===== src/cnm_pkg.sv =====
// cnm_pkg: constants, types and helpers of the nmt slave node monitor
package cnm_pkg;

  // ***************************************************************
  // frame identifiers, lengths and command specifiers
  // ***************************************************************
  localparam logic [10:0] CNM_ID_NMT     = 11'h000;
  localparam logic [10:0] CNM_ID_HB_BASE = 11'h700;
  localparam logic [10:0] CNM_ID_EM_BASE = 11'h080;
  localparam logic [3:0]  CNM_NMT_DLC    = 4'h2;
  localparam logic [3:0]  CNM_STAT_DLC   = 4'h1;
  localparam logic [3:0]  CNM_EMCY_DLC   = 4'h8;
  localparam logic [7:0]  CNM_CS_START   = 8'h01;
  localparam logic [7:0]  CNM_CS_STOP    = 8'h02;
  localparam logic [7:0]  CNM_CS_PREOP   = 8'h80;
  localparam logic [7:0]  CNM_CS_RSTNODE = 8'h81;
  localparam logic [7:0]  CNM_CS_RSTCOMM = 8'h82;
  localparam logic [7:0]  CNM_ADDR_ALL   = 8'h00;

  // ***************************************************************
  // state codes, error codes and reaction selectors
  // ***************************************************************
  localparam logic [6:0]  CNM_CODE_BOOT  = 7'h00;
  localparam logic [6:0]  CNM_CODE_STOP  = 7'h04;
  localparam logic [6:0]  CNM_CODE_OP    = 7'h05;
  localparam logic [6:0]  CNM_CODE_PREOP = 7'h7F;
  localparam logic [15:0] CNM_EMCY_MON   = 16'h8130;
  localparam logic [15:0] CNM_MFR_MON    = 16'h0100;
  localparam logic [7:0]  CNM_EREG_COMM  = 8'h10;
  localparam logic [31:0] CNM_ABORT_NOACC = 32'h08000020;
  localparam logic [1:0]  CNM_REACT_PREOP = 2'h0;
  localparam logic [1:0]  CNM_REACT_STOP  = 2'h2;

  // ***************************************************************
  // timing
  // ***************************************************************
  localparam int CNM_CLK_NS    = 100;
  localparam int CNM_MS_NS     = 1000000;
  localparam int CNM_MS_CYCLES = (CNM_MS_NS + CNM_CLK_NS - 1) / CNM_CLK_NS;
  localparam logic [2:0] CNM_INIT_LAST = 3'h3;

  // ***************************************************************
  // types
  // ***************************************************************
  typedef enum logic [1:0] {CNM_INIT, CNM_PREOP, CNM_OP, CNM_STOPPED}
    cnm_state_t;
  typedef enum logic [1:0] {MON_NONE, MON_GUARD, MON_PROD, MON_CONS}
    cnm_mon_t;
  typedef enum logic [1:0] {TX_BOOT, TX_EMCY, TX_GUARD, TX_HB} cnm_tx_t;

  // identifier of a node-relative object
  function automatic logic [10:0] cnm_cob_id(input logic [10:0] base,
                                             input logic [6:0]  node);
    cnm_cob_id = base + {4'h0, node};
  endfunction : cnm_cob_id

  // state code reported in guarding and heartbeat frames
  function automatic logic [6:0] cnm_code(input cnm_state_t st);
    case (st)
      CNM_OP:      cnm_code = CNM_CODE_OP;
      CNM_STOPPED: cnm_code = CNM_CODE_STOP;
      CNM_PREOP:   cnm_code = CNM_CODE_PREOP;
      default:     cnm_code = CNM_CODE_BOOT;
    endcase
  endfunction : cnm_code

endpackage : cnm_pkg


===== src/cnm_tmr_if.sv =====
// cnm_tmr_if: link between node monitor control and its ms timer
interface cnm_tmr_if;
  logic        load;     // restart with period
  logic [23:0] period;   // timeout in ms, zero clears
  logic        run;      // low holds timer cleared
  logic        expired;  // one-cycle pulse at timeout

  modport ctrl (output load, period, run, input expired);
  modport tmr  (input load, period, run, output expired);
endinterface : cnm_tmr_if


===== src/cnm_mon_timer.sv =====
// cnm_mon_timer: millisecond prescaler and monitoring timeout counter
module cnm_mon_timer #(
  parameter int MS_CYCLES = cnm_pkg::CNM_MS_CYCLES
) (
  // clock and reset
  input  wire logic clk_sys_i,
  input  wire logic rst_i,
  // control side
  cnm_tmr_if.tmr    tmr
);
  import cnm_pkg::*;

  localparam logic [15:0] PRE_LAST = 16'(MS_CYCLES - 1);

  logic [15:0] pre_reg;
  logic [23:0] remain_reg;
  logic        tick;

  assign tick = (pre_reg == PRE_LAST);

  // ***************************************************************
  // prescaler, restarted with every load
  // ***************************************************************
  always_ff @(posedge clk_sys_i) begin
    if (rst_i || tmr.load || !tmr.run || tick) begin
      pre_reg <= 16'h0000;
    end else begin
      pre_reg <= pre_reg + 16'h0001;
    end
  end

  // remaining ms, stops at zero
  always_ff @(posedge clk_sys_i) begin
    if (rst_i || !tmr.run) begin
      remain_reg <= 24'h000000;
    end else if (tmr.load) begin
      remain_reg <= tmr.period;
    end else if (tick && remain_reg != 24'h000000) begin
      remain_reg <= remain_reg - 24'h000001;
    end
  end

  // timeout pulse
  always_ff @(posedge clk_sys_i) begin
    if (rst_i) begin
      tmr.expired <= 1'b0;
    end else begin
      tmr.expired <= tmr.run && !tmr.load && tick &&
                     (remain_reg == 24'h000001);
    end
  end

endmodule : cnm_mon_timer


===== src/cnm_nmt_node.sv =====
// cnm_nmt_node: nmt slave state machine, boot-up, guarding, heartbeat
// Behaviour
// - leave initialisation into pre-operational unaided
// - pre-operational: no pdo, only nmt and sdo
// - start command 0x01 enters operational, pdo on
// - 0x80 enters pre-operational, pdo off, sdo on
// - 0x02 stops: sdo, pdo off, nmt only
// - 0x81 full node reset, then reinitialise
// - 0x82 resets communication part only
// - nmt frame id 0, cs, address; 0=all
// - serious comm error falls back, reaction selectable
// - boot-up frame 0x700+id, one byte zero
// - only one monitoring scheme active at once
// - answer guarding remote request with state, toggle
// - toggle starts 0, flips each guard answer
// - codes 04 stopped, 05 operational, 7F pre-op
// - heartbeat boot code 00, top bit zero
// - missing guard request in life time errors
// - producer heartbeat periodic, guard time forced zero
// - boot-up frame counts as first heartbeat
// - consumer time nonzero: consume, producer ignored
// - missing master heartbeat raises heartbeat event
// - guard time write refused while producing heartbeat
// - emergency eight bytes at 0x80+id, tail zero
// - monitoring timeout sets 0x0100 in error word
module cnm_nmt_node #(
  parameter int MS_CYCLES = cnm_pkg::CNM_MS_CYCLES
) (
  // clock and reset
  input  wire logic                clk_sys_i,
  input  wire logic                rst_i,
  // node configuration
  input  wire logic [6:0]          node_id_i,
  input  wire logic [7:0]          life_factor_i,
  input  wire logic [15:0]         prod_hb_ms_i,
  input  wire logic [15:0]         cons_hb_ms_i,
  input  wire logic [6:0]          cons_node_i,
  input  wire logic [15:0]         emcy_mask_i,
  input  wire logic [1:0]          err_react_i,
  input  wire logic                comm_err_i,
  // guard time write port
  input  wire logic                gt_wr_i,
  input  wire logic [15:0]         gt_data_i,
  output logic                     gt_ack_o,
  output logic                     gt_abort_o,
  output logic [31:0]              abort_code_o,
  // received frames
  input  wire logic                rx_valid_i,
  input  wire logic [10:0]         rx_id_i,
  input  wire logic                rx_rtr_i,
  input  wire logic [3:0]          rx_dlc_i,
  input  wire logic [63:0]         rx_data_i,
  // frames to send
  output logic                     tx_valid_o,
  input  wire logic                tx_ready_i,
  output logic [10:0]              tx_id_o,
  output logic [3:0]               tx_dlc_o,
  output logic [63:0]              tx_data_o,
  // node status
  output cnm_pkg::cnm_state_t      nmt_state_o,
  output logic                     pdo_en_o,
  output logic                     sdo_en_o,
  output logic                     reset_app_o,
  output logic                     reset_comm_o,
  output logic                     mon_err_o,
  output logic [15:0]              mfr_err_o,
  output logic [7:0]               err_reg_o
);
  import cnm_pkg::*;

  // ***************************************************************
  // declarations
  // ***************************************************************
  cnm_state_t  state_reg, state_next;
  cnm_mon_t    mode_reg, mode_now;
  cnm_tx_t     kind_reg, sel;
  logic [2:0]  init_cnt_reg;
  logic [15:0] guard_reg;
  logic        toggle_reg;
  logic        boot_pend, emcy_pend, guard_pend, hb_pend;
  logic        nmt_hit, guard_req, hb_rx, prod_on, mon_err, prod_due;
  logic        comm_rst, node_rst, tx_done, any_pend, serious;
  logic [7:0]  cs, addr;
  logic [6:0]  code;
  cnm_tmr_if   tmr_bus ();

  cnm_mon_timer #(
    .MS_CYCLES (MS_CYCLES)
  ) u_timer (
    .clk_sys_i (clk_sys_i),
    .rst_i     (rst_i),
    .tmr       (tmr_bus.tmr)
  );

  // ***************************************************************
  // frame decoding
  // ***************************************************************
  assign cs   = rx_data_i[7:0];
  assign addr = rx_data_i[15:8];
  assign nmt_hit = rx_valid_i && !rx_rtr_i && (rx_id_i == CNM_ID_NMT) &&
                   (rx_dlc_i == CNM_NMT_DLC) && (state_reg != CNM_INIT) &&
                   (addr == CNM_ADDR_ALL || addr == {1'b0, node_id_i});
  assign guard_req = rx_valid_i && rx_rtr_i && (state_reg != CNM_INIT) &&
                     (rx_id_i == cnm_cob_id(CNM_ID_HB_BASE, node_id_i)) &&
                     (mode_reg != MON_PROD) && (mode_reg != MON_CONS);
  assign hb_rx = rx_valid_i && !rx_rtr_i && (rx_dlc_i != 4'h0) &&
                 (mode_reg == MON_CONS) &&
                 (rx_id_i == cnm_cob_id(CNM_ID_HB_BASE, cons_node_i));
  assign node_rst = nmt_hit && (cs == CNM_CS_RSTNODE);
  assign comm_rst = node_rst || (nmt_hit && cs == CNM_CS_RSTCOMM);
  assign prod_on  = (prod_hb_ms_i != 16'h0000);
  assign code     = cnm_code(state_reg);

  // monitoring scheme selection, consumer first
  always_comb begin
    if (cons_hb_ms_i != 16'h0000) begin
      mode_now = MON_CONS;
    end else if (prod_on) begin
      mode_now = MON_PROD;
    end else if (guard_reg != 16'h0000 && life_factor_i != 8'h00) begin
      mode_now = MON_GUARD;
    end else begin
      mode_now = MON_NONE;
    end
  end

  // ***************************************************************
  // node state machine
  // ***************************************************************
  assign serious = comm_err_i || mon_err;
  always_comb begin
    state_next = state_reg;
    case (state_reg)
      CNM_INIT: begin
        if (init_cnt_reg == CNM_INIT_LAST) begin
          state_next = CNM_PREOP;
        end
      end
      default: begin
        if (nmt_hit) begin
          case (cs)
            CNM_CS_START:   state_next = CNM_OP;
            CNM_CS_PREOP:   state_next = CNM_PREOP;
            CNM_CS_STOP:    state_next = CNM_STOPPED;
            CNM_CS_RSTNODE: state_next = CNM_INIT;
            CNM_CS_RSTCOMM: state_next = CNM_INIT;
            default:        state_next = state_reg;
          endcase
        end else if (serious && err_react_i == CNM_REACT_PREOP &&
                     state_reg == CNM_OP) begin
          state_next = CNM_PREOP;
        end else if (serious && err_react_i == CNM_REACT_STOP) begin
          state_next = CNM_STOPPED;
        end
      end
    endcase
  end

  // state register and service enables
  always_ff @(posedge clk_sys_i) begin
    if (rst_i) begin
      state_reg <= CNM_INIT;
      nmt_state_o <= CNM_INIT;
      pdo_en_o  <= 1'b0;
      sdo_en_o  <= 1'b0;
    end else begin
      state_reg <= state_next;
      nmt_state_o <= state_next; // registered copy of the node state
      pdo_en_o  <= (state_next == CNM_OP);
      sdo_en_o  <= (state_next == CNM_OP) || (state_next == CNM_PREOP);
    end
  end

  // initialisation delay
  always_ff @(posedge clk_sys_i) begin
    if (rst_i || state_reg != CNM_INIT) begin
      init_cnt_reg <= 3'h0;
    end else begin
      init_cnt_reg <= init_cnt_reg + 3'h1;
    end
  end

  // reset pulses toward application and communication objects
  always_ff @(posedge clk_sys_i) begin
    if (rst_i) begin
      reset_app_o  <= 1'b0;
      reset_comm_o <= 1'b0;
    end else begin
      reset_app_o  <= node_rst;
      reset_comm_o <= comm_rst;
    end
  end

  // ***************************************************************
  // guard time object and its write port
  // ***************************************************************
  always_ff @(posedge clk_sys_i) begin
    if (rst_i || comm_rst || prod_on) begin
      guard_reg <= 16'h0000;
    end else if (gt_wr_i) begin
      guard_reg <= gt_data_i;
    end
  end

  always_ff @(posedge clk_sys_i) begin
    if (rst_i) begin
      gt_ack_o     <= 1'b0;
      gt_abort_o   <= 1'b0;
      abort_code_o <= 32'h00000000;
    end else begin
      gt_ack_o   <= gt_wr_i && !prod_on;
      gt_abort_o <= gt_wr_i && prod_on;
      if (gt_wr_i) begin
        abort_code_o <= prod_on ? CNM_ABORT_NOACC : 32'h00000000;
      end
    end
  end

  // ***************************************************************
  // monitoring timer control
  // ***************************************************************
  assign tx_done  = tx_valid_o && tx_ready_i;
  assign prod_due = tmr_bus.expired && (mode_reg == MON_PROD);
  assign mon_err  = tmr_bus.expired &&
                    (mode_reg == MON_GUARD || mode_reg == MON_CONS);
  assign tmr_bus.run  = (state_reg != CNM_INIT) && (mode_reg != MON_NONE);
  assign tmr_bus.load = (mode_now != mode_reg) ||
                        (mode_reg == MON_GUARD && guard_req) ||
                        (mode_reg == MON_CONS && hb_rx) ||
                        (mode_reg == MON_PROD && tx_done &&
                         (kind_reg == TX_BOOT || kind_reg == TX_HB));
  always_comb begin
    if (mode_now != mode_reg) begin
      tmr_bus.period = 24'h000000;
    end else if (mode_reg == MON_GUARD) begin
      tmr_bus.period = 24'(guard_reg) * 24'(life_factor_i);
    end else if (mode_reg == MON_CONS) begin
      tmr_bus.period = {8'h00, cons_hb_ms_i};
    end else begin
      tmr_bus.period = {8'h00, prod_hb_ms_i};
    end
  end

  // active scheme, one at a time
  always_ff @(posedge clk_sys_i) begin
    if (rst_i) begin
      mode_reg <= MON_NONE;
    end else begin
      mode_reg <= mode_now;
    end
  end

  // error word, error register and error pulse
  always_ff @(posedge clk_sys_i) begin
    if (rst_i || node_rst) begin
      mfr_err_o <= 16'h0000;
      err_reg_o <= 8'h00;
      mon_err_o <= 1'b0;
    end else begin
      mon_err_o <= mon_err;
      if (mon_err) begin
        mfr_err_o <= mfr_err_o | CNM_MFR_MON;
        err_reg_o <= CNM_EREG_COMM;
      end
    end
  end

  // ***************************************************************
  // transmit requests, set wins over take
  // ***************************************************************
  assign any_pend = boot_pend || emcy_pend || guard_pend || hb_pend;
  always_comb begin
    if (boot_pend) begin
      sel = TX_BOOT;
    end else if (emcy_pend) begin
      sel = TX_EMCY;
    end else if (guard_pend) begin
      sel = TX_GUARD;
    end else begin
      sel = TX_HB;
    end
  end

  always_ff @(posedge clk_sys_i) begin
    if (rst_i || comm_rst) begin
      boot_pend  <= 1'b0;
      emcy_pend  <= 1'b0;
      guard_pend <= 1'b0;
      hb_pend    <= 1'b0;
    end else begin
      boot_pend  <= (state_reg == CNM_INIT && state_next == CNM_PREOP) ||
                    (boot_pend && !(!tx_valid_o && sel == TX_BOOT));
      emcy_pend  <= (mon_err && (emcy_mask_i & CNM_MFR_MON) != 16'h0000) ||
                    (emcy_pend && !(!tx_valid_o && sel == TX_EMCY));
      guard_pend <= guard_req ||
                    (guard_pend && !(!tx_valid_o && sel == TX_GUARD));
      hb_pend    <= prod_due ||
                    (hb_pend && !(!tx_valid_o && sel == TX_HB));
    end
  end

  // ***************************************************************
  // transmit frame register
  // ***************************************************************
  always_ff @(posedge clk_sys_i) begin
    if (rst_i || comm_rst) begin
      tx_valid_o <= 1'b0;
      tx_id_o    <= 11'h000;
      tx_dlc_o   <= 4'h0;
      tx_data_o  <= 64'h0000000000000000;
      kind_reg   <= TX_BOOT;
    end else if (tx_done) begin
      tx_valid_o <= 1'b0;
    end else if (!tx_valid_o && any_pend) begin
      tx_valid_o <= 1'b1;
      kind_reg   <= sel;
      case (sel)
        TX_BOOT: begin
          tx_id_o   <= cnm_cob_id(CNM_ID_HB_BASE, node_id_i);
          tx_dlc_o  <= CNM_STAT_DLC;
          tx_data_o <= {56'h0, 1'b0, CNM_CODE_BOOT};
        end
        TX_EMCY: begin
          tx_id_o   <= cnm_cob_id(CNM_ID_EM_BASE, node_id_i);
          tx_dlc_o  <= CNM_EMCY_DLC;
          tx_data_o <= {24'h0, mfr_err_o, err_reg_o, CNM_EMCY_MON};
        end
        TX_GUARD: begin
          tx_id_o   <= cnm_cob_id(CNM_ID_HB_BASE, node_id_i);
          tx_dlc_o  <= CNM_STAT_DLC;
          tx_data_o <= {56'h0, toggle_reg, code};
        end
        default: begin
          tx_id_o   <= cnm_cob_id(CNM_ID_HB_BASE, node_id_i);
          tx_dlc_o  <= CNM_STAT_DLC;
          tx_data_o <= {56'h0, 1'b0, code};
        end
      endcase
    end
  end

  // guarding toggle, flips once per guard answer sent
  always_ff @(posedge clk_sys_i) begin
    if (rst_i || comm_rst) begin
      toggle_reg <= 1'b0;
    end else if (tx_done && kind_reg == TX_GUARD) begin
      toggle_reg <= !toggle_reg;
    end
  end

  // ***************************************************************
  // assertions
  // ***************************************************************
  property p_init_exit;
    @(posedge clk_sys_i) disable iff (rst_i)
    (state_reg == CNM_INIT && init_cnt_reg == CNM_INIT_LAST) |=>
      (state_reg == CNM_PREOP) ##1 (tx_valid_o && kind_reg == TX_BOOT);
  endproperty
  a_init_exit: assert property (p_init_exit)
    else $error("init did not end in pre-operational with boot-up");

  property p_preop_nopdo;
    @(posedge clk_sys_i) disable iff (rst_i)
    (state_reg == CNM_PREOP) |-> (!pdo_en_o && sdo_en_o);
  endproperty
  a_preop_nopdo: assert property (p_preop_nopdo)
    else $error("pdo enabled in pre-operational");

  property p_start;
    @(posedge clk_sys_i) disable iff (rst_i)
    (nmt_hit && cs == CNM_CS_START) |=> (state_reg == CNM_OP && pdo_en_o);
  endproperty
  a_start: assert property (p_start)
    else $error("start command did not reach operational");

  property p_stop;
    @(posedge clk_sys_i) disable iff (rst_i)
    (nmt_hit && cs == CNM_CS_STOP) |=> (!sdo_en_o && !pdo_en_o);
  endproperty
  a_stop: assert property (p_stop)
    else $error("stop command left services enabled");

  property p_rstnode;
    @(posedge clk_sys_i) disable iff (rst_i)
    node_rst |=> (reset_app_o && reset_comm_o && state_reg == CNM_INIT);
  endproperty
  a_rstnode: assert property (p_rstnode)
    else $error("node reset not carried out");

  property p_toggle;
    @(posedge clk_sys_i) disable iff (rst_i)
    (tx_done && kind_reg == TX_GUARD && !comm_rst) |=>
      (toggle_reg != $past(toggle_reg));
  endproperty
  a_toggle: assert property (p_toggle)
    else $error("guard toggle did not flip");

  property p_refuse;
    @(posedge clk_sys_i) disable iff (rst_i)
    (gt_wr_i && prod_on) |=>
      (gt_abort_o && !gt_ack_o && abort_code_o == CNM_ABORT_NOACC &&
       guard_reg == 16'h0000);
  endproperty
  a_refuse: assert property (p_refuse)
    else $error("guard time write not refused");

  property p_emcy;
    @(posedge clk_sys_i) disable iff (rst_i)
    (tx_valid_o && kind_reg == TX_EMCY) |->
      (tx_dlc_o == CNM_EMCY_DLC && tx_data_o[63:40] == 24'h0 &&
       tx_data_o[15:0] == CNM_EMCY_MON &&
       tx_id_o == cnm_cob_id(CNM_ID_EM_BASE, node_id_i));
  endproperty
  a_emcy: assert property (p_emcy)
    else $error("emergency frame malformed");

  property p_foreign;
    @(posedge clk_sys_i) disable iff (rst_i)
    (rx_valid_i && rx_id_i == CNM_ID_NMT && !rx_rtr_i &&
     addr != CNM_ADDR_ALL && addr != {1'b0, node_id_i} && !serious &&
     state_reg != CNM_INIT) |=> $stable(state_reg);
  endproperty
  a_foreign: assert property (p_foreign)
    else $error("state changed on foreign nmt frame");

  property p_monbit;
    @(posedge clk_sys_i) disable iff (rst_i)
    (mon_err && !node_rst) |=> (mfr_err_o[8] && mon_err_o);
  endproperty
  a_monbit: assert property (p_monbit)
    else $error("monitoring error bit not set");

  c_start: cover property (@(posedge clk_sys_i) disable iff (rst_i)
    nmt_hit && cs == CNM_CS_START);
  c_guard: cover property (@(posedge clk_sys_i) disable iff (rst_i)
    tx_done && kind_reg == TX_GUARD);
  c_hb: cover property (@(posedge clk_sys_i) disable iff (rst_i)
    tx_done && kind_reg == TX_HB);
  c_emcy: cover property (@(posedge clk_sys_i) disable iff (rst_i)
    tx_done && kind_reg == TX_EMCY);

endmodule : cnm_nmt_node


===== config.mk =====
export PLATFORM = sky130hd
export DESIGN_NAME = cnm_nmt_node
export DESIGN_NICKNAME = d
export VERILOG_FILES = /design/src/cnm_pkg.sv /design/src/cnm_tmr_if.sv /design/src/cnm_mon_timer.sv /design/src/cnm_nmt_node.sv
export SDC_FILE = /design/constraint.sdc
export NUM_CORES = 1
export LEC_CHECK = 0
export BUFFER_PORTS_ARGS = -buffer_cell sky130_fd_sc_hd__buf_2
export CAP_MARGIN = 25
export CORE_MARGIN = 2
export CORE_UTILIZATION = 57
export CTS_CLUSTER_DIAMETER = 150
export CTS_CLUSTER_SIZE = 20
export DETAILED_ROUTE_END_ITERATION = 6
export HOLD_SLACK_MARGIN = 0.08
export PLACE_DENSITY = 0.88
export SLEW_MARGIN = 20
export SYNTH_ARGS = -nofsm -noshare
export SYNTH_HDL_FRONTEND = slang
export SYNTH_SLANG_ARGS = --single-unit

===== constraint.sdc =====
create_clock -name clk_sys_i -period 9.9 [get_ports clk_sys_i]
set_clock_uncertainty 0.1 [all_clocks]
set_input_delay 1.485 -clock clk_sys_i [delete_from_list [all_inputs] [get_ports clk_sys_i]]
set_output_delay 1.485 -clock clk_sys_i [all_outputs]
set_load 0.02 [all_outputs]

**Yosys cells after proc, flatten, opt, wreduce, memory -nomap -nowiden**

Cells that the tools add are included.

- Equality and inequality tests: 29
- Mux-type cells: 22
- Bitwise logic cells: 1
- Reduce and logical (&&, ||, !) cells: 97
- $mul: 1
- Add/subtract/negate cells: 6

Operators with widths:

| kind | count |
|---|---|
| one-hot mux 33 bit (3 select lines) | 1 |
| 2-to-1 mux 24 bit | 4 |
| nonzero test 16 bit | 3 |
| logical AND 1 bit | 45 |
| 2-to-1 mux 28 bit | 1 |
| == test 24 x 1 -> 1 bit, second input constant | 1 |
| == test 8 bit, second input constant | 3 |
| logical OR 1 bit | 24 |
| multiplier 16 x 8 -> 24 bit | 1 |
| nonzero test 24 bit | 1 |
| subtractor 24 x 1 -> 24 bit, second input constant | 1 |
| == test 11 bit | 2 |
| one-hot mux 7 bit (3 select lines) | 1 |
| adder 9 x 8 -> 10 bit, first input constant | 2 |
| == test 2 bit, second input constant | 10 |
| 2-to-1 mux 2 bit | 9 |
| adder 16 x 1 -> 16 bit, second input constant | 1 |
| == test 16 x 14 -> 1 bit, second input constant | 1 |
| 2-to-1 mux 16 bit | 1 |
| zero test 11 bit | 1 |
| 2-to-1 mux 11 bit | 1 |
| zero test 1 bit | 10 |
| adder 8 x 7 -> 9 bit, first input constant | 1 |
| == test 2 x 1 -> 1 bit, second input constant | 4 |
| other kinds (19) | 27 |

- Logic and storage cells: 182
- Bits in registers: 191
- Output and inout port bits: 145

**Longest topological paths before layout**

Gate-level depths: netlist of the first run.

- Depth after elaboration: 13
- Mapped depth: 20

**Hierarchy**

Synthesis of the first run repeated with hierarchy kept, for this count alone.

- Cell total of the unflattened synthesis: 1281
- Area, all modules: 10368.7 sq um

Modules (own cells, without submodules):

| module | cells an instance | area an instance (sq um) | instances | sequential area each (sq um) |
|---|---|---|---|---|
| cnm_nmt_node | 995 | 8047.7 | 1 | 1101.1 |
| cnm_mon_timer | 286 | 2321.0 | 1 | 820.8 |

**Least setup slack after synthesis of the first run**

OpenSTA, ideal clock, no wires.

- Path type: input -> register
- Start: in life_factor_i[2]
- End: reg u_timer.remain_reg[22]
- Buffers on the path: 1
- Arrival: 6.160 ns
- Stages on the path: 18
- Data required time: 9.742 ns
- Setup slack: 3.582 ns
- Path through: clkbuf_1 -> and2_1 -> fa_1 -> fa_1 -> fa_1 -> inv_1 -> fa_1 -> inv_1 -> ha_1 -> o21a_1 -> o211a_1 -> and2_1 -> a221oi_1 -> o21ai_0 -> a311oi_1 -> mux2_2 -> o21ai_0 -> o211a_1

- Longest elaborated chain between the ends: 10

Ends and longest elaborated chain:

| element | line | RTL |
|---|---|---|
| start: declaration | cnm_nmt_node.sv:34 | `input wire logic [7:0] life_factor_i,` |
| branches (longest 10 deep; another with multiplier 16 x 8 -> 24 bit) | n/a |  |
| end signal: assignment | cnm_mon_timer.sv:37 | `remain_reg <= tmr.period;` |
| end signal: assignment | cnm_mon_timer.sv:39 | `remain_reg <= remain_reg - 24'h000001;` |
| end: declaration | cnm_mon_timer.sv:16 | `logic [23:0] remain_reg;` |

Several ways; the timed one is not identified.
A chain may end at the register's enable or synchronous reset.

**Worst setup path after layout of the first run**

- Start: in life_factor_i[5]
- End: reg u_timer.remain_reg[22]

The elaborated chain is that of the path after synthesis.

==> results of run 1 <==
Yosys cell counts, drive strengths merged, types with 11 or more instances:
cell,instances
o211ai,11
fa,84
nor2,108
a21o,14
xor2,34
a31oi,11
nor4,28
nand4,13
nand3,18
buf,126
mux2i,24
nand2,102
xnor2,22
nor3,20
clkbuf,32
dfxtp,96
o21ai,48
ha,55
a211oi,19
a21oi,50
and2,109
inv,122
how the worst max path moves through the flow:
stage / depth (start not counted) / slack (ps) / startpoint / end
final: 18 / 3300 / life_factor_i[5] / u_timer.remain_reg[22]
after global routing: 18 / 2960 / life_factor_i[3] / u_timer.remain_reg[23]
after CTS: 18 / 3370 / life_factor_i[6] / u_timer.remain_reg[22]
after detailed placement: 18 / 3030 / life_factor_i[6] / u_timer.remain_reg[22]
after global placement: 18 / 3090 / life_factor_i[5] / u_timer.remain_reg[22]
after floorplan: 18 / 3580 / life_factor_i[2] / u_timer.remain_reg[22]
power by group:
| group | internal [W] | total, W | switching (W) | leakage, nW |
|---|---|---|---|---|
| clock network | 0.000202 | 0.000371 | 0.000169 | 0.148 |
| registers | 0.000414 | 0.000438 | 0.0000249 | 0.777 |
| logic | 0.000119 | 0.000355 | 0.000236 | 4.50 |
routing by layer:
layer  share of wire [%]  routed length [µm]  up-vias
met2                  50               12600      400
met4                 3.3                 811        2
met5               0.044                  11        -
li1                    -                   -     4152
met3                 8.1                2030       70
met1                  38                9510     4254
metrics by stage:
stage               hold WS, ps  total power (W)  std cells  setup slack [ps]  util [%]
floorplan                   299         0.000727       1350              3580         -
global placement            310         0.000779       1570              3090      60.9
detailed placement          324         0.000794       1570              3030      60.9
CTS                         334          0.00116       1586              3370      62.7
global route                357          0.00123       1586              2960      62.7
finish                      341          0.00116       1588              3300      62.8
worst max-delay path, cell delays in order:
cell and delay [ps]:
buf_2 210, and2_1 220, fa_1 510, fa_1 520, fa_1 550, inv_1 60
fa_1 540, inv_1 50, ha_1 370, o21a_1 210, o211a_1 220, and2_1 160
a221oi_1 420, o21ai_0 290, a311oi_1 360, mux2_2 380, o21ai_0 80, o211a_1 160
cell type report:
class / instances / area [µm²]
multi-input combinational: 974 / 7100
fill: 1431 / 6440
sequential: 96 / 1920
timing repair buffer: 153 / 776
inverter: 122 / 458
tap: 225 / 282
clock buffer: 9 / 225
clock inverter: 7 / 87.6
antenna: 2 / 5.00
cell families (layout without fill, tap and decap cells):
| kind of cell | count (synthesis) | count (layout) |
|---|---|---|
| DFF | 96 | 96 |
| xor gates and xnor gates | 56 | 56 |
| buffers and inverters | 280 | 291 |
| muxes | 25 | 25 |
| and+or+nand+nor | 449 | 449 |
| AOI/OAI and AO/OA | 199 | 199 |
| adders and majority gates | 139 | 139 |
| other | 1 | 108 |
==> summary.md, run 1 <==
| Metric | Value |
|---|---|
| Status | `finished clean` |
| Worst-path clk slew | `around 70 ps` |
| Dpl hpwl | `19.5 mm` |
| Remaining DRCs | `0` |
| PostCTS Resize Cnt | `0` |
| Layout cells sized above 1 | `13.7%` |
| Max FFs per register | `24` |
| Complex-gate fraction of the synthesized area | `12.7%` |
| R2R Path End | `u_timer.remain_reg[22]` |
| WHS Endpoint | `init_cnt_reg[0]` |
| Post-route design area | `10,900 µm²` |
| Max-slew headroom | `35.7%` |
| Share of the synthesized area in the top cell type | `a little under a fifth` |
| Min cycle time layout | `between 6000 and 7000 ps` |
| CTS tree | `done` |
| DR iter-0 viols | `792` |
| Vias in the first global route | `a little under 9,000` |
| Worst reg2reg path depth | `17` |
| Min-delay src | `init_cnt_reg[0]` |
| Crit start category | `primary input` |
| Least-Margin Pin Slew | `964 ps` |
| Total gr overflow | `0` |
| R2R Path Start | `guard_reg[2]` |
| WL/cell | `15.7 µm` |
| Die Y | `137 µm` |
| FMAX | `roughly 150 MHz` |
| Crit Path Max Fanout | `17` |
| GR Util met3 | `4.75%` |
| Crit Path Class | `in2reg` |
| Drt via density | `5.59` |
| Clk Latency, worst-skew pair | `360 ps` |
| XOR/XNOR share of the synthesized area | `under 10%` |
| Post-CTS Setup Bufs | `0` |
| Simple-gate share of the synthesized area | `22.7%` |
| Worst Path Required | `between 10,000 and 15,000 ps` |
| CTS root buffer | `clkbuf_16` |
| GR Util met1 | `between 30% and 40%` |
| Distinct cell type count after synthesis | `67` |
| IO Count | `around 320` |
| Clk buf depth | `2` |
| Post-synthesis sequential area ratio | `19.0%` |
| All-Layer GR Usage | `26.9%` |
| Row Count | `48` |
| Largest net degree at the start of global routing | `32` |
| Worst vdd ir | `84.3 µV` |
| PortBufs | `149` |
| Die W | `137 µm` |
| Power per Cell Area | `107 nW/µm²` |
| Mux share of post-synthesis cell area | `between 2 and 2.5%` |
| Antenna Nets Post-Route | `0` |
| Fin. Hold Viols | `0` |
| Clock sinks | `96` |
| Grt peak-use layer | `met2` |
| Hold buffer count at cts | `0` |
| Mean Syn Cell Area | `between 8 and 9 µm²` |
| Hold path depth | `1` |
| Initial Util | `about three fifths` |
| HP Class | `reg2reg` |
| TritonRoute pass-1 iters | `5` |
| Post-Syn Area | `a little over 10,000 µm²` |
| Fraction of registers with async set/reset | `0%` |
| Setup TNS | `0 ps` |
| Die area | `approximately 19,000 µm²` |
| Top post-synthesis cells by area | `dfxtp_1, fa_1, buf_4` |
| Max-cap violations | `0` |
| RSZ-0062 raised after global routing | `no` |
| Initial antenna violation count | `3` |
| Main combinational cell family by area after synthesis | `adder cells` |
| Synth area leader | `dfxtp_1` |
| WL final | `between 20 and 25 mm` |
| Area Overhead vs Synth | `7.32%` |
| Gpl congestion | `0.938` |
| Most frequent cells in the layout | `buf_2, inv_1, and2_1, nor2_1, conb_1` |
| Leak Pwr | `5.42 nW` |
| Crit path capture type | `flip-flop` |
| First-pass GRT wire length | `40.9 mm` |
| # setup viols final | `0` |
| Cells after synthesis | `1,245` |
| CP arrival | `6800 ps` |
| Max-slew violations | `0` |
| R2R setup slack | `4180 ps` |
| Flops & latches, synth | `between 90 and 100` |
| Met2 usage | `47.1%` |
| Core area | `around 17,000 µm²` |
| Dpl cell area | `10,500 µm²` |
| Inserted Clock Buffers | `9` |
| Post-synth EDFFs | `0` |
| Post-Synth Adder-Cell Area | `23.4%` |
| Tcrit/Tclk final | `between 60% and 70%` |
| Routed vias | `8,878` |
| Commonest non-fill, non-tap cell in the layout | `buf_2` |
| Count of warnings emitted by yosys | `0` |
| Nets | `1,669` |
| Htree depth | `3` |
| Top FF cell, synth | `dfxtp_1` |
(Power assumes the default switching activity.)
==> run 2: changes to the inputs <==
Settings changed: CORE_UTILIZATION 57 to 48, PLACE_DENSITY 0.88 to 0.79.
Clock period 9.9 ns to 5.3 ns, I/O delays scaled along.
==> run 2 against run 1 <==
  * Final cell count is 6.7% higher
  * Flip-flop and latch count unchanged
  * Register-to-register slack got worse by 4000 ps
  * Critical endpoint is now u_timer.remain_reg[23]
  * Highest routed layer unchanged
==> summary.md, run 2 (synthesis gave the netlist of run 1 again) <==
| Metric | Value |
|---|---|
| Max-cap violations | `0` |
| Largest net degree at the start of global routing | `25` |
| PortBufs | `149` |
| TritonRoute pass-1 iters | `7` |
| Crit Path Class | `in2reg` |
| Row Count | `53` |
| Clk Latency, worst-skew pair | `360 ps` |
| Die Y | `149 µm` |
| Dpl hpwl | `20.2 mm` |
| Status | `finished clean` |
| Switch share | `a little under two fifths` |
| Max FFs per register | `24` |
| Crit start category | `primary input` |
| All-Layer GR Usage | `23.5%` |
| Die W | `149 µm` |
| Post-route design area | `11,600 µm²` |
| FMAX | `around 190 MHz` |
| Clock Power Share | `31.5%` |
| Gpl congestion | `about 0.89` |
| Dpl cell area | `roughly 11,000 µm²` |
| Initial Util | `48.6%` |
| Crit Path Max Fanout | `4` |
| Worst Setup SP | `life_factor_i[7]` |
| First-pass GRT wire length | `42.4 mm` |
| Layout cells sized above 1 | `19.8%` |
| # setup viols final | `0` |
| Number of fill cells in the layout | `~1,900` |
| Inserted Clock Buffers | `9` |
| Core area | `~21,000 µm²` |
| Worst Path Required | `~5500 ps` |
| Worst-path clk slew | `70 ps` |
| Htree depth | `3` |
| IO Count | `between 300 and 400` |
| Vias in the first global route | `8,828` |
| Least-Margin Pin Slew | `769 ps` |
| Max-slew headroom | `48.7%` |
| Leak Pwr | `5.74 nW` |
| GR Util met3 | `3.82%` |
| DR iter-0 viols | `602` |
| Min cycle time layout | `around 5200 ps` |
| Tcrit/Tclk final | `97.9%` |
| Logic gate share of total power | `30.9%` |
| Clk buf depth | `2` |
| CTS root buffer | `clkbuf_16` |
| Grt peak-use layer | `met2` |
| Hold buffer count at cts | `0` |
| RSZ-0062 raised after global routing | `yes` |
| Total gr overflow | `0` |
| Max-slew violations | `0` |
| P_int | `0.00138 W` |
| CTS tree | `done` |
| CP arrival | `roughly 5300 ps` |
| Total power | `0.00218 W` |
| Remaining DRCs | `0` |
| Fin. Hold Viols | `0` |
| WL/cell | `15.3 µm` |
| Nets | `1,726` |
| P_sw | `0.000806 W` |
| Most frequent cells in the layout | `buf_2, inv_1, nor2_1, conb_1` |
| Area Overhead vs Synth | `14.9%` |
| Antenna Nets Post-Route | `0` |
| Met2 usage | `between 40% and 50%` |
| HP Class | `reg2reg` |
| R2R setup slack | `between 200 and 250 ps` |
| Commonest non-fill, non-tap cell in the layout | `buf_2` |
| WL final | `~26 mm` |
| Register share of total power | `37.6%` |
| Power per Cell Area | `188 nW/µm²` |
| R2R Path Start | `guard_reg[5]` |
| Min-delay src | `u_timer.pre_reg[0]` |
| Initial antenna violation count | `3` |
| Die area | `approximately 22,000 µm²` |
| Drt via density | `5.31` |
| Routed vias | `9,007` |
| GR Util met1 | `29.3%` |
| Crit path capture type | `flip-flop` |
| Clock sinks | `96` |
| Worst vdd ir | `165 µV` |
-- run 2: per-layer routing --
| metal | vias up | routed length [µm] |
|---|---|---|
| met2 | 350 | 12800 |
| met4 | 2 | 798 |
| li1 | 4258 | - |
| met3 | 70 | 1720 |
| met5 | - | 12 |
| met1 | 4327 | 10700 |
-- run 2: cell type report --
| class | instances | area [µm²] | share of cell area [%] |
|---|---|---|---|
| diodes | 2 | 5.00 | 0.0431 |
| clock buffers | 10 | 229 | 1.97 |
| clock inverters | 6 | 73.8 | 0.635 |
| inverters | 122 | 458 | 3.94 |
| multi-input cells | 974 | 7350 | 63.2 |
| flip-flops and latches | 96 | 1920 | 16.5 |
| well taps | 275 | 344 | 2.96 |
| repair buffers | 210 | 1240 | 10.7 |
-- run 2: repair_timing --
item,CTS,global route
endpoints found under the setup margin,0,10
resized for setup,0,46
buffers inserted,0,4
-- run 2: critical path, cell delays in order --
cell	delay (ps)
buf_8	100
buf_6	110
and2_4	150
fa_1	480
fa_1	530
fa_1	560
inv_1	50
fa_1	490
inv_2	50
ha_4	240
a2111oi_4	360
o21ai_2	130
nand2_2	110
o21ai_4	70
a221o_1	360
a221o_1	380
a21oi_2	180
xnor2_2	140
a21oi_2	60
-- run 2: per-stage QoR --
step / hold WS, ps / TNS (ps) / setup slack, ps / utilization, % / std cells
3_5_place_dp: 321 / -1560 / -363 / 53.3 / 1673
3_3_place_gp: 307 / -1090 / -303 / 53.3 / 1673
4_1_cts: 349 / 0 / 0.728 / 54.8 / 1689
6_report: 344 / 0 / 113 / 55.8 / 1695
2_1_floorplan: 299 / 0 / 9.16 / - / 1350
5_1_grt: 373 / -135 / -72.5 / 55.8 / 1693
-- run 2: power groups by stage --
| stage | Clock, W | Sequential (W) | Combinational (W) |
|---|---|---|---|
| floorplan | 0 | 0.000853 | 0.000507 |
| global placement | 0 | 0.000831 | 0.000639 |
| detailed placement | 0 | 0.000834 | 0.000657 |
| CTS | 0.000692 | 0.000818 | 0.000665 |
| global route | 0.000723 | 0.000825 | 0.000740 |
| finish | 0.000687 | 0.000819 | 0.000674 |
-- run 2: path summary, 6_finish.rpt --
path	cells past startpoint	to
min	1	u_timer.pre_reg[0]
max reg2reg	17	u_timer.remain_reg[23]
min reg2reg	1	u_timer.pre_reg[0]
max	19	u_timer.remain_reg[23]
==> run 3: changes to the inputs <==
Settings changed: CORE_MARGIN 2 to 4.
==> run 3 against run 2 <==
  * Sequential share of layout area down 0.076 points
  * Largest cell class unchanged
  * Non-clock buffer count is 5 higher
  * Clock power increased by 0.6%
  * Power up 0.61%
  * Worst setup slack lost 22 ps
  * First-iteration DRC count rose by 19%
  * Final area increased by 0.46%
  * Register-to-register slack lost 60 ps
==> summary.md, run 3 (synthesis gave the netlist of run 1 again) <==
| Metric | Value |
|---|---|
| HP Class | `reg2reg` |
| Hold buffer count at cts | `0` |
| Core area | `between 20,000 and 25,000 µm²` |
| RSZ-0062 raised after global routing | `yes` |
| Die area | `between 20,000 and 25,000 µm²` |
| Non-Filler Instances | `about 1,700` |
| Layout cells sized above 1 | `20.4%` |
| Row Count | `52` |
| All-Layer GR Usage | `21.8%` |
| Max-cap violations | `0` |
| Tcrit/Tclk final | `98.3%` |
| Status | `finished clean` |
| Area Overhead vs Synth | `15.4%` |
| Crit Path Class | `in2reg` |
| Vias in the first global route | `between 8,000 and 9,000` |
| Clk Latency, worst-skew pair | `350 ps` |
| Least-Margin Pin Slew | `805 ps` |
| R2R Path Start | `guard_reg[5]` |
| R2R Path End | `u_timer.remain_reg[23]` |
| Total gr overflow | `0` |
| Initial Util | `49.4%` |
| Fin. Hold Viols | `0` |
| CTS root buffer | `clkbuf_16` |
| Gpl congestion | `0.934` |
| PortBufs | `149` |
| CTS tree | `done` |
| Worst Path Required | `approximately 5400 ps` |
| Post-Place Cells | `1,674` |
| Slowest stage delay, CP | `540 ps` |
| Critical-path cell list | `buf_4 > buf_4 > and2_1 > fa_1 > fa_1 > fa_1 > inv_2 > fa_1 > inv_2 > ha_4 > a21o_1 > buf_6 > a32oi_2 > o21ai_4 > a221o_1 > a221o_1 > a21oi_2 > xnor2_2 > a21oi_2` |
| Hold path depth | `1` |
| Dpl hpwl | `21.1 mm` |
| Drt via density | `5.31` |
| Commonest non-fill, non-tap cell in the layout | `buf_2` |
| Crit path buffers/inverters | `5` |
| Initial antenna violation count | `0` |
| Nets | `1,731` |
| DR iter-0 viols | `719` |
| Power per Cell Area | `188 nW/µm²` |
| Min-delay src | `init_cnt_reg[0]` |
| TritonRoute pass-1 iters | `5` |
| WL/cell | `about 16 µm` |
| Most numerous cell on the critical path | `fa_1` |
| CP arrival | `5350 ps` |
| Inserted Clock Buffers | `9` |
| WL final | `26.4 mm` |
| Clock sinks | `96` |
| Die Y | `around 150 µm` |
| First-pass GRT wire length | `43.2 mm` |
| Max-slew headroom | `45.9%` |
| IO Count | `319` |
| Antenna Nets Post-Route | `0` |
| Most frequent cells in the layout | `buf_2, inv_1, nor2_1, conb_1` |
| WHS Endpoint | `init_cnt_reg[0]` |
| Crit Path Max Fanout | `9` |
| Antenna cell count | `0` |
| Remaining DRCs | `0` |
| R2R setup slack | `between 150 and 200 ps` |
| Worst vdd ir | `155 µV` |
| Crit start category | `primary input` |
| Htree depth | `3` |
| Crit path max-delay cell type | `fa_1` |
| Worst-path clk slew | `70 ps` |
| Die W | `153 µm` |
| Largest net degree at the start of global routing | `32` |
| Max FFs per register | `24` |
| Min cycle time layout | `5210 ps` |
| Crit path max-delay family | `adder cells` |
| Routed vias | `8,987` |
| Crit path capture type | `flip-flop` |
| Worst reg2reg path depth | `18` |
| Worst Setup SP | `life_factor_i[4]` |
| Clk buf depth | `2` |
| FMAX | `192 MHz` |
| # setup viols final | `0` |
| Util after Layout | `57.0%` |
| Max-slew violations | `0` |
| Leak Pwr | `5.78 nW` |
run 3: changes by cell type in the layout (fill, tap and decap cells not counted), sizes merged:
cell    before  now
clkbuf      12   10
buf        208  215
diode        2    0
run 3: power by group:
part / leakage [nW] / internal (W) / switching, W
Combinational: 4.86 / 0.000236 / 0.000450
Clock: 0.142 / 0.000374 / 0.000317
Sequential: 0.777 / 0.000772 / 0.0000445
run 3: how the worst max path moves through the flow:
stage	to	slack (ps)	depth (start not counted)
6_report	u_timer.remain_reg[23]	90	19
4_1_cts	u_timer.remain_reg[23]	9	19
5_1_grt	u_timer.remain_reg[23]	-70	19
3_5_place_dp	u_timer.remain_reg[22]	-380	18
3_3_place_gp	u_timer.remain_reg[22]	-340	18
2_1_floorplan	u_timer.remain_reg[22]	9	19
run 3: cell type report:
class | count | area [µm²]
Fill cell | 1801 | 8820
Multi-Input combinational cell | 974 | 7360
Sequential cell | 96 | 1920
Timing Repair Buffer | 215 | 1290
Inverter | 122 | 458
Tap cell | 270 | 338
Clock buffer | 10 | 229
Clock inverter | 6 | 73.8
run 3: worst register-to-register path, stage by stage (launching register included):
cell and delay, ps:
dfxtp_1 470, buf_4 190, and2_1 140, fa_1 440, fa_1 520, fa_1 540, inv_2 40, fa_1 510
inv_2 50, ha_4 230, a21o_1 190, buf_6 120, a32oi_2 240, o21ai_4 100, a221o_1 350, a221o_1 380
a21oi_2 190, xnor2_2 150, a21oi_2 70
run 3: per-layer routing:
layer / vias up / track usage [%] / wire, µm
li1: 4258 / - / -
met1: 4330 / 28.6 / 10900
met2: 358 / 37.9 / 13200
met3: 41 / 2.88 / 1780
met4: 0 / 5.56 / 506
met5: - / 0 / 0
run 3: what timing repair did:
item	in CTS	in global routing
resized for setup	3	57
pin swaps	1	37
buffers inserted	0	3
endpoints found under the setup margin	2	6
run 3: per-stage QoR:
stage,power (W),instance area [µm²],hold slack [ps],setup slack (ps),TNS [ps]
floorplan,0.00136,10700,299,9.16,0
global placement,0.00147,11100,308,-336,-1420
detailed placement,0.00149,11100,332,-380,-1910
CTS,0.00218,11400,345,9.47,0
global route,0.00230,11700,361,-71.1,-88.7
finish,0.00219,11700,343,90.1,0
